### src/tx_adapter_pkg.sv
// Shared constants and types for the transmit streaming credit adapter
package tx_adapter_pkg;
   localparam int DATA_W      = 64;          // Stream word width
   localparam int FIFO_DEPTH  = 16;          // Words held in the transmit FIFO
   localparam int PTR_W       = 4;           // FIFO pointer width
   localparam int CNT_W       = 5;           // FIFO fill count width
   localparam int HDR_W       = 8;           // Header credit field width
   localparam int PDAT_W      = 12;          // Posted data credit field width
   localparam int LAT_MIN_CYC = 3;           // Least app-to-link latency, cycles
   localparam int LAT_MAX_CYC = 6;           // Longest app-to-link latency, cycles
   // Ready drops with room for the word in the input stage plus one in flight
   localparam logic [CNT_W-1:0] FILL_LIMIT = 5'h0E;
   localparam logic [PTR_W-1:0] PTR_RST    = 4'h0;
   localparam logic [PTR_W-1:0] PTR_ONE    = 4'h1;
   localparam logic [CNT_W-1:0] CNT_RST    = 5'h00;
   localparam logic [CNT_W-1:0] CNT_ONE    = 5'h01;
   localparam logic [HDR_W-1:0] HDR_RST    = 8'h00;
   localparam logic [HDR_W-1:0] HDR_ONE    = 8'h01;

   // Transaction class of a packet
   typedef enum logic [1:0] {
      TLP_POSTED,
      TLP_NONPOSTED,
      TLP_COMPLETION
   } tlp_kind_t;

   // One stream word with its framing
   typedef struct packed {
      logic [DATA_W-1:0] data;
      logic              sop;
      logic              eop;
      tlp_kind_t         kind;
   } tx_word_t;

   // Credit vector, 36 bits
   typedef struct packed {
      logic [PDAT_W-1:0] p_data;
      logic [HDR_W-1:0]  cpl_hdr;
      logic [HDR_W-1:0]  np_hdr;
      logic [HDR_W-1:0]  p_hdr;
   } cred_t;

   localparam tx_word_t WORD_RST = '0;
   localparam cred_t    CRED_RST = '0;
endpackage : tx_adapter_pkg

### src/tx_stream_credit_adapter.sv
// Transmit streaming adapter: FIFO, credit reporting and MSI boundary registers
`timescale 1ns/1ps

// Overview of operation
// [RULE1] FIFO releases words only on link acceptance
// [RULE2] Non-posted credits deduct packets queued here
// [RULE3] Posted and completion credits passed unreduced
// [RULE4] Application deducts queued posted/completion credits
// [RULE5] Expose FIFO read, write pointers, empty
// [RULE6] Application never exceeds non-posted credit count
// [RULE7] Application allows for packets in flight
// [RULE8] Application exhausts allocation, then waits
// [RULE9] Application waits three cycles after crossing
// [RULE10] Non-posted count rises only once exhausted
// [RULE11] Shown non-posted credits never exceed real
// [RULE12] Datapath latency three to six cycles
// [RULE13] Ordering left to the application
// [RULE14] Direct mode outputs credit limits
// [RULE15] Direct mode holds packets lacking credits
// [RULE16] MSI uses request/acknowledge handshake
// [RULE17] Packets stay queued while link throttles
// [RULE18] Application orders MSI by empty flag
// [RULE19] Direct mode needs no MSI ordering
// [RULE20] All boundary signals are registered; cred_limit is gated combinationally by the direct_mode strap after limit_ff
// [RULE21] Credits reported on 36-bit vector
// [RULE22] Reset empties FIFO, zeroes pointers
module tx_stream_credit_adapter
   import tx_adapter_pkg::*;
(
   // Clock and reset
   input  wire logic                     core_clk,
   input  wire logic                     rst_n,
   // Mode strap: high selects the variant with no adapter queue accounting
   input  wire logic                     direct_mode,
   // Application stream in
   input  wire tx_adapter_pkg::tx_word_t app_word,
   input  wire logic                     app_valid,
   output logic                          app_ready,
   // Application credit and FIFO status
   output tx_adapter_pkg::cred_t         tx_cred,
   output tx_adapter_pkg::cred_t         cred_limit,
   output logic [tx_adapter_pkg::PTR_W-1:0] fifo_wr_ptr,
   output logic [tx_adapter_pkg::PTR_W-1:0] fifo_rd_ptr,
   output logic                          fifo_empty,
   // Application MSI handshake
   input  wire logic                     app_msi_req,
   output logic                          app_msi_ack,
   // Transaction layer stream out
   output tx_adapter_pkg::tx_word_t      tl_word,
   output logic                          tl_valid,
   input  wire logic                     tl_ready,
   // Transaction layer credits and MSI
   input  wire tx_adapter_pkg::cred_t    tl_cred,
   output logic                          tl_msi_req,
   input  wire logic                     tl_msi_ack
);
   import tx_adapter_pkg::*;

   // Input stage
   tx_word_t                in_word_ff;     // Captured application word
   tx_word_t                nxt_in_word;
   logic                    in_vld_ff;      // Captured word is valid
   logic                    nxt_in_vld;
   logic                    app_rdy_ff;     // Registered ready to the application
   logic                    nxt_app_rdy;
   // FIFO storage and pointers
   tx_word_t                mem_ff  [FIFO_DEPTH];
   tx_word_t                nxt_mem [FIFO_DEPTH];
   logic [PTR_W-1:0]        wr_ptr_ff;      // Next entry to write
   logic [PTR_W-1:0]        nxt_wr_ptr;
   logic [PTR_W-1:0]        rd_ptr_ff;      // Head entry
   logic [PTR_W-1:0]        nxt_rd_ptr;
   logic [CNT_W-1:0]        count_ff;       // Words held
   logic [CNT_W-1:0]        nxt_count;
   logic                    empty_ff;       // Registered empty flag
   logic                    nxt_empty;
   // Output stage
   tx_word_t                out_word_ff;    // Word presented to the link side
   tx_word_t                nxt_out_word;
   logic                    out_vld_ff;     // Word presented this cycle
   logic                    nxt_out_vld;
   logic                    tl_rdy_ff;      // Registered link ready
   // Credit tracking
   cred_t                   tl_cred_ff;     // Registered link credits
   cred_t                   cred_out_ff;    // Reported credit vector
   cred_t                   nxt_cred_out;
   cred_t                   limit_ff;       // Raw limits for direct mode
   logic [CNT_W-1:0]        pend_np_ff;     // Non-posted packets queued in FIFO
   logic [CNT_W-1:0]        nxt_pend_np;
   logic [HDR_W-1:0]        np_shown_ff;    // Non-posted headers shown
   logic [HDR_W-1:0]        nxt_np_shown;
   // MSI boundary registers
   logic                    msi_req_ff;
   logic                    msi_ack_ff;

   // Handshake terms shared by the stage logic
   logic                    push;           // Input stage writes the FIFO
   logic                    pop;            // Head word leaves for the link
   logic                    head_blocked;   // Head packet waits for credits
   logic                    app_take;       // Application word accepted
   tx_word_t                head;
   logic [HDR_W-1:0]        pend_eff;
   logic [HDR_W-1:0]        np_avail;

   assign head     = mem_ff[rd_ptr_ff];
   assign app_take = app_valid & app_rdy_ff;
   assign push     = in_vld_ff;
   // Input stage never waits: ready already left room for it
   assign pop      = tl_rdy_ff & ~empty_ff & ~head_blocked; // see [RULE1] see [RULE17]

   // Direct mode checks the head packet against the link's credit limits
   always_comb begin
      head_blocked = 1'b0;
      if (direct_mode && head.sop) begin // see [RULE15]
         case (head.kind)
            TLP_POSTED:     head_blocked = (tl_cred_ff.p_hdr == HDR_RST);
            TLP_NONPOSTED:  head_blocked = (tl_cred_ff.np_hdr == HDR_RST);
            TLP_COMPLETION: head_blocked = (tl_cred_ff.cpl_hdr == HDR_RST);
            default:        head_blocked = 1'b0;
         endcase
      end
   end

   // Input stage next state: one register on the way in
   always_comb begin
      nxt_in_word = in_word_ff;
      nxt_in_vld  = app_take; // see [RULE20]
      if (app_take) begin
         nxt_in_word = app_word;
      end
      // Ready leaves slack for the captured word and one more in flight
      nxt_app_rdy = (nxt_count < FILL_LIMIT);
   end

   always_ff @(posedge core_clk or negedge rst_n) begin
      if (!rst_n) begin
         in_word_ff <= WORD_RST;
         in_vld_ff  <= 1'b0;
         app_rdy_ff <= 1'b0;
      end else begin
         in_word_ff <= nxt_in_word;
         in_vld_ff  <= nxt_in_vld;
         app_rdy_ff <= nxt_app_rdy;
      end
   end

   // FIFO next state: write at the tail, read at the head
   always_comb begin
      for (int i = 0; i < FIFO_DEPTH; i++) begin
         nxt_mem[i] = mem_ff[i];
      end
      nxt_wr_ptr = wr_ptr_ff;
      nxt_rd_ptr = rd_ptr_ff;
      nxt_count  = count_ff;
      if (push) begin
         nxt_mem[wr_ptr_ff] = in_word_ff;
         nxt_wr_ptr         = wr_ptr_ff + PTR_ONE;
      end
      if (pop) begin
         nxt_rd_ptr = rd_ptr_ff + PTR_ONE;
      end
      case ({push, pop})
         2'b10:   nxt_count = count_ff + CNT_ONE;
         2'b01:   nxt_count = count_ff - CNT_ONE;
         default: nxt_count = count_ff;
      endcase
      nxt_empty = (nxt_count == CNT_RST); // see [RULE5]
   end

   always_ff @(posedge core_clk or negedge rst_n) begin
      if (!rst_n) begin
         for (int i = 0; i < FIFO_DEPTH; i++) begin
            mem_ff[i] <= WORD_RST;
         end
         wr_ptr_ff <= PTR_RST; // see [RULE22]
         rd_ptr_ff <= PTR_RST;
         count_ff  <= CNT_RST;
         empty_ff  <= 1'b1;
      end else begin
         for (int i = 0; i < FIFO_DEPTH; i++) begin
            mem_ff[i] <= nxt_mem[i];
         end
         wr_ptr_ff <= nxt_wr_ptr;
         rd_ptr_ff <= nxt_rd_ptr;
         count_ff  <= nxt_count;
         empty_ff  <= nxt_empty;
      end
   end

   // Output stage next state: a word is shown for one cycle per pop
   always_comb begin
      nxt_out_word = out_word_ff;
      nxt_out_vld  = pop; // see [RULE12]
      if (pop) begin
         nxt_out_word = head;
      end
   end

   always_ff @(posedge core_clk or negedge rst_n) begin
      if (!rst_n) begin
         out_word_ff <= WORD_RST;
         out_vld_ff  <= 1'b0;
         tl_rdy_ff   <= 1'b0;
      end else begin
         out_word_ff <= nxt_out_word;
         out_vld_ff  <= nxt_out_vld;
         tl_rdy_ff   <= tl_ready; // see [RULE20]
      end
   end

   // Non-posted headers queued, counting the word held in the input stage
   assign pend_eff = {{(HDR_W-CNT_W){1'b0}}, pend_np_ff}
                   + {{(HDR_W-1){1'b0}}, in_vld_ff & in_word_ff.sop & (in_word_ff.kind == TLP_NONPOSTED)};
   // Saturate so a late link update cannot wrap the count upward
   assign np_avail = (tl_cred_ff.np_hdr > pend_eff) ? (tl_cred_ff.np_hdr - pend_eff) : HDR_RST;

   // Credit next state
   always_comb begin
      nxt_pend_np  = pend_np_ff;
      nxt_np_shown = np_shown_ff;
      nxt_cred_out = tl_cred_ff; // see [RULE3] see [RULE21]
      if (push && in_word_ff.sop && in_word_ff.kind == TLP_NONPOSTED) begin
         nxt_pend_np = nxt_pend_np + CNT_ONE;
      end
      if (pop && head.sop && head.kind == TLP_NONPOSTED) begin
         nxt_pend_np = nxt_pend_np - CNT_ONE;
      end
      if (app_take && app_word.sop && app_word.kind == TLP_NONPOSTED && np_shown_ff != HDR_RST) begin
         nxt_np_shown = np_shown_ff - HDR_ONE; // see [RULE2]
      end
      // Raise only when the shown allocation is spent; lower at once
      if (np_shown_ff == HDR_RST) begin
         nxt_np_shown = np_avail; // see [RULE10]
      end else if (np_avail < nxt_np_shown) begin
         nxt_np_shown = np_avail; // see [RULE11]
      end
      if (!direct_mode) begin
         nxt_cred_out.np_hdr = nxt_np_shown; // see [RULE2]
      end
   end

   always_ff @(posedge core_clk or negedge rst_n) begin
      if (!rst_n) begin
         tl_cred_ff  <= CRED_RST;
         cred_out_ff <= CRED_RST;
         limit_ff    <= CRED_RST;
         pend_np_ff  <= CNT_RST;
         np_shown_ff <= HDR_RST;
      end else begin
         tl_cred_ff  <= tl_cred;
         cred_out_ff <= nxt_cred_out;
         limit_ff    <= tl_cred_ff; // see [RULE14]
         pend_np_ff  <= nxt_pend_np;
         np_shown_ff <= nxt_np_shown;
      end
   end

   // MSI boundary registers: request and acknowledge each cross one flop
   always_ff @(posedge core_clk or negedge rst_n) begin
      if (!rst_n) begin
         msi_req_ff <= 1'b0;
         msi_ack_ff <= 1'b0;
      end else begin
         msi_req_ff <= app_msi_req & ~tl_msi_ack; // see [RULE16]
         msi_ack_ff <= tl_msi_ack; // see [RULE20]
      end
   end

   // Outputs from flops, except cred_limit, which the direct_mode strap muxes between limit_ff and zero
   assign app_ready   = app_rdy_ff;
   assign tx_cred     = cred_out_ff;
   assign cred_limit  = direct_mode ? limit_ff : CRED_RST;
   assign fifo_wr_ptr = wr_ptr_ff; // see [RULE5]
   assign fifo_rd_ptr = rd_ptr_ff;
   assign fifo_empty  = empty_ff;
   assign tl_word     = out_word_ff;
   assign tl_valid    = out_vld_ff;
   assign tl_msi_req  = msi_req_ff;
   assign app_msi_ack = msi_ack_ff;
endmodule : tx_stream_credit_adapter

### config.mk
export PLATFORM = sky130hd
export DESIGN_NAME = tx_stream_credit_adapter
export DESIGN_NICKNAME = d
export VERILOG_FILES = /design/src/tx_adapter_pkg.sv /design/src/tx_stream_credit_adapter.sv
export SDC_FILE = /design/constraint.sdc
export NUM_CORES = 2
export LEC_CHECK = 0
export BUFFER_PORTS_ARGS = -buffer_cell sky130_fd_sc_hd__buf_2
export CAP_MARGIN = 15
export CORE_MARGIN = 5
export CORE_UTILIZATION = 35
export DETAILED_ROUTE_END_ITERATION = 16
export GPL_ROUTABILITY_DRIVEN = 1
export PLACE_DENSITY = 0.48
export SKIP_CTS_REPAIR_TIMING = 1
export SYNTH_ARGS = -nofsm -noshare
export SYNTH_HDL_FRONTEND = slang
export SYNTH_SLANG_ARGS = --single-unit
### constraint.sdc
create_clock -name core_clk -period 5.9 [get_ports core_clk]
set_input_delay 0 -clock core_clk [delete_from_list [all_inputs] [get_ports core_clk]]
set_output_delay 0 -clock core_clk [all_outputs]
set_load 0.01 [all_outputs]
Word-level counts from Yosys, hierarchy flattened
Index checks and enable logic that the tools add are counted.

Flip-flop bits (word level): 1337. Output and inout port bits: 153. Logic and storage cells: 158. Input bits: 111.

Equality and inequality tests: 6. Mux-type cells: 17. Reduce and logical (&&, ||, !) cells: 16. Bitwise gates (word level): 11. Add/subtract/negate cells: 9. Magnitude comparators: 6.

Operator list (number): 1088-bit bitwise mux (1); 68-bit binary-select mux with 4-bit select (1); 68-bit demux with 4-bit select (1); 68-bit 2-to-1 mux (3); 8-bit 2-to-1 mux (5); 36-bit 2-to-1 mux (1); 8-bit zero test (4); 5-bit by 1-bit adder with 5-bit output (second input constant) (2); 5-bit greater-or-equal comparator (second input constant) (2); 5-bit 2-to-1 mux (2); 4-bit inverter with 5-bit output (2); 5-bit one-hot mux with 2 select lines (1); 5-bit by 1-bit subtractor with 5-bit output (second input constant) (2); 1-bit logical AND (9); 4-bit by 1-bit adder with 4-bit output (second input constant) (2); 2-bit by 1-bit == test with 1-bit output (second input constant) (4); 8-bit by 6-bit > comparator with 1-bit output (1); 8-bit less-than comparator (1); 8-bit nonzero test (1); 8-bit by 1-bit subtractor with 8-bit output (second input constant) (1); 8-bit by 6-bit subtractor with 8-bit output (1); 5-bit by 1-bit adder with 6-bit output (1); 1-bit AND (6); 5-bit zero test (1); 7 further kinds (10).

Longest topological paths before layout
Word-level depth: 12. Depth in mapped cells: 21.

Worst setup path after synthesis
Ideal clock, no wire load.

Kind: register to register. From: reg in_word_ff[1] in the netlist's numbering. To: reg cred_out_ff, in the netlist tx_cred[9]. Period minus slack after synthesis: 4259 ps. Stages on the path, launching flop included: 20. Required time: 5835 ps. Path buffers: 0. Slack: 1641 ps. Arrival: 4194 ps. Cells stage by stage: dfrtp_1 > nand4b_1 > inv_1 > ha_1 > nand2_1 > xor2_1 > ha_1 > nor2b_1 > o21a_1 > o21ai_0 > a21oi_1 > o211ai_1 > inv_1 > ha_1 > a21o_1 > a21o_1 > a21oi_1 > nor2_1 > a221oi_1 > o221a_2.

RTL lines: start: declaration (line tx_stream_credit_adapter.sv:60) `tx_word_t in_word_ff;`; start signal: assignment (line tx_stream_credit_adapter.sv:141) `in_word_ff <= nxt_in_word;`; end signal: assignment (line tx_stream_credit_adapter.sv:251) `cred_out_ff <= nxt_cred_out;`; end: declaration (line tx_stream_credit_adapter.sv:85) `cred_t cred_out_ff;`.

==> summary.txt <==
Outcome
  – Outcome: finished, final reports clean

Pwr
  – Peak supply drop: 0.328 mV
  – Static Leak: roughly 32 nW
  – P per Cell Area: approximately 560 mW/mm²

GRT
  – Met1 GRT Util: between 20 and 30%
  – First-pass GRT wire length: 245 mm
  – Largest net degree at the start of global routing: around 160
  – Congestion Overflow GR: 0
  – Vias in the first global route: roughly 36,000
  – Met2 GRT Util: a little under a third
  – GRT Max-Usage Layer: met2
  – Initial antenna violation count: 1
  – All-layer global routing usage: between 10% and 20%
  – GR Util met3: ~2.7%

Die
  – # rows: 150
  – Die area: around 0.18 mm²
  – Chip Width: approximately 420 µm
  – Die height: 421 µm
  – I/O Pins: around 260
  – Core Area: 0.167 mm²
  – Initial Utilization: between 30% and 40%

Worst hold path
  – Hold WC Path Type: in2async

STA
  – Max_slew headroom: about 28%
  – Hold Fails Final Rpt: 0
  – Max Slew Vio Count: 0
  – F_max: ~190 MHz
  – Clk_skew: 0.0285 ns
  – Minimum clock period after layout: ~5.3 ns
  – Final setup viols: 0
  – Period utilization: between 80 and 90%
  – TNS Setup: 0 ns
  – Worst Tran Pin Value: approximately 1.1 ns
  – Unrepaired setup endpoints after global routing: false
  – Slack of the critical path: around 0.63 ns

Detailed routing
  – First DRT Iteration DRCs: 2,033
  – Via density: 5.26
  – Pre-antenna DRT Iters: 6
  – Wire per inst: approximately 25 µm
  – DR DRC count: 0
  – Routed wire length: between 150 and 200 mm
  – Detail Route Antenna Nets: 0
  – Vias: ~34,000

Synth
  – Register area share after synthesis: between 50% and 60%
  – Mean post-synth cell area: roughly 15 µm²
  – Yosys cell types: between 60 and 70
  – Count leader, synth: dfrtp_1
  – Total number of yosys warnings: 0
  – Largest area contributor in the netlist: dfrtp_1
  – Mapped Nets: approximately 4,000
  – Asr flop ratio synth: 100%
  – Cell count after synthesis: between 3,000 and 4,000
  – Syn Std Cell Area: a little under 0.06 mm²
  – Most frequent cells after synthesis: 1,336 x dfrtp_1, 1,158 x mux2_2, 210 x mux2i_1
  – Top cells by area, synth: dfrtp_1 57%, mux2_2 22%, mux4_2 7.7%
  – Synth Register Bits: between 1,000 and 1,500
  – Top cell type's share of synthesized area: between 50% and 60%
  – Top FF cell, synth: dfrtp_1
  – Post-synth EDFFs: 0

Clocking
  – CTS root buf: clkbuf_16
  – CTS tree: done
  – Reg clk slew, reported paths: 0.06 ns
  – Inserted Clock Buffers: between 150 and 200
  – H-tree depth: 4
  – Clk buf depth: 3
  – Clock sink total: around 1,300
  – Clk Latency, worst-skew pair: roughly 0.79 ns

Place
  – Post-placement cell area: 0.0626 mm²
  – DP Cell Count: around 6,100
  – PortBufs: about 260
  – Pre-CTS setup slack: between 0.6 and 0.7 ns
  – Gpl congestion: 0.746
  – DP Wirelength: between 90 and 100 mm

Cells and area
  – Share of post-route cells with drive strength above 1: 46.1%
  – Layout Utilization: around two fifths
  – Fillers: 15,500
  – P&R area growth vs syn: 18.1%
  – Post-Layout Cell Count: ~6,500
  – Nets@finish: between 4,000 and 5,000
  – Non-Filler Cell Area, Final: roughly 0.07 mm²

Critical path
  – Worst flop-to-flop path endpoint: tx_cred[12]$_DFF_PN0_
  – Arrival time worst endpoint: 5.99 ns
  – R2R depth: 19
  – Worst path required time: roughly 6.6 ns
  – CP Capture Type: flip-flop
  – Reg-to-reg slack, setup: approximately 0.63 ns
  – CP Max Fanout: 18
  – Startpoint Class: flip-flop
  – Crit Path Category: reg2reg
  – Critical R2R Launch: in_word_ff[1]$_DFFE_PN0P_

Flow run
  – Max-cap violations: 0
-- flip-flops by register name, indices dropped and copies added (netlist names), 4 cells and up --
signal / count
fifo_wr_ptr: 4
tl_cred_ff: 8
tl_word: 68
mem_ff: 1088
nxt_cred_out: 28
fifo_rd_ptr: 4
tx_cred: 8
in_word_ff: 68
count_ff: 5
pend_np_ff: 5
limit_ff: 36
np_shown_ff: 8
-- layer usage --
metal  share of wire [%]  vias to the layer above
li1                    -                    15000
met1                  46                    18700
met2                  49                      517
met3                 3.1                      182
met4                 2.1                        0
met5                   0                        -
-- per-stage QoR --
stage	hold WS [ns]	total power, mW
after global placement	0.108	29.2
after floorplan	-0.296	24.9
final	0.0161	38.8
after global routing	0.00606	41.3
after CTS	-0.764	39.4
after detailed placement	0.109	29.4
-- cell families after synthesis --
logic type	count (synthesis)	share of synthesized area (%)
XOR/XNOR	28	0.447
flip-flops	1337	56.7
multiplexers	1583	33.6
AND/OR/NAND/NOR	181	1.76
AO/OA/AOI/OAI	270	3.85
adder cells (fa/ha/maj)	30	0.661
buffers and inverters	431	3.01
-- layout by cell type, fill, tap and decap left out, types with 6 or more instances in the layout --
cell type	Yosys	final
xnor2_1	11	11
nand3_1	15	9
ha_1	28	28
inv_1	85	85
bufinv_16	0	7
dlygate4sd3_1	0	192
nor4_1	7	7
xor2_1	16	16
a21oi_1	8	8
mux2i_1	210	210
clkbuf_1	188	26
mux2_1	11	11
inv_6	0	6
buf_2	38	262
nand4_1	13	13
clkbuf_16	0	158
clkinv_2	0	24
buf_12	0	10
a222oi_1	56	56
buf_4	30	76
nand4b_1	6	6
nor3_1	10	7
nor2_1	20	19
a21o_1	72	72
clkbuf_8	0	50
mux4_2	203	203
nor2b_1	19	18
mux2_2	1158	1158
a221o_1	10	10
nand2_1	27	27
o21ai_0	14	14
dfrtp_1	1336	1333
and2_1	43	41
nand3_4	0	6
a221oi_1	73	73
-- report_power, final --
group	switching (mW)	total, mW	internal [mW]
logic	5.94	13.0	7.10
registers	3.06	16.1	13.0
clock network	3.89	9.72	5.84
total	12.9	38.8	26.0
-- area by class of cell --
type	instances	area [µm²]	share of cell area, %
inverter	86	328	0.470
timing repair buffer	541	4030	5.78
multi-input combinational	2092	23900	34.3
clock inverter	43	468	0.671
antenna	1	2.50	0.00359
sequential	1337	33500	48.0
clock buffer	234	4740	6.80
tap	2204	2760	3.95
-- critical path, cell delays in order (launching register included) --
cell and delay, ns:
dfrtp_1 0.58, nand4b_1 0.33, inv_1 0.22, ha_1 0.23, nand2_1 0.07, xor2_1 0.15
ha_1 0.33, nor2b_1 0.15, o21a_1 0.19, o21ai_0 0.32, a21oi_1 0.25, o211ai_1 0.45
inv_1 0.09, ha_1 0.31, a21o_1 0.19, a21o_1 0.17, a21oi_1 0.42, nor2_1 0.19
a221oi_1 0.34, o221a_2 0.23
-- worst max-delay path by stage --
stage / start / end / slack (ns)
finish: in_word_ff[1]$_DFFE_PN0P_ / tx_cred[12]$_DFF_PN0_ / 0.63
global route: in_word_ff[0]$_DFFE_PN0P_ / np_shown_ff[6]$_DFF_PN0_ / 0.06
CTS: in_word_ff[1]$_DFFE_PN0P_ / np_shown_ff[6]$_DFF_PN0_ / 0.63
detailed placement: in_word_ff[1]$_DFFE_PN0P_ / np_shown_ff[6]$_DFF_PN0_ / 0.65
global placement: in_word_ff[0]$_DFFE_PN0P_ / np_shown_ff[6]$_DFF_PN0_ / 0.71
floorplan: in_word_ff[1]$_DFFE_PN0P_ / tx_cred[9]$_DFF_PN0_ / 1.64
Note: power is estimated with default switching activity, not from simulation.
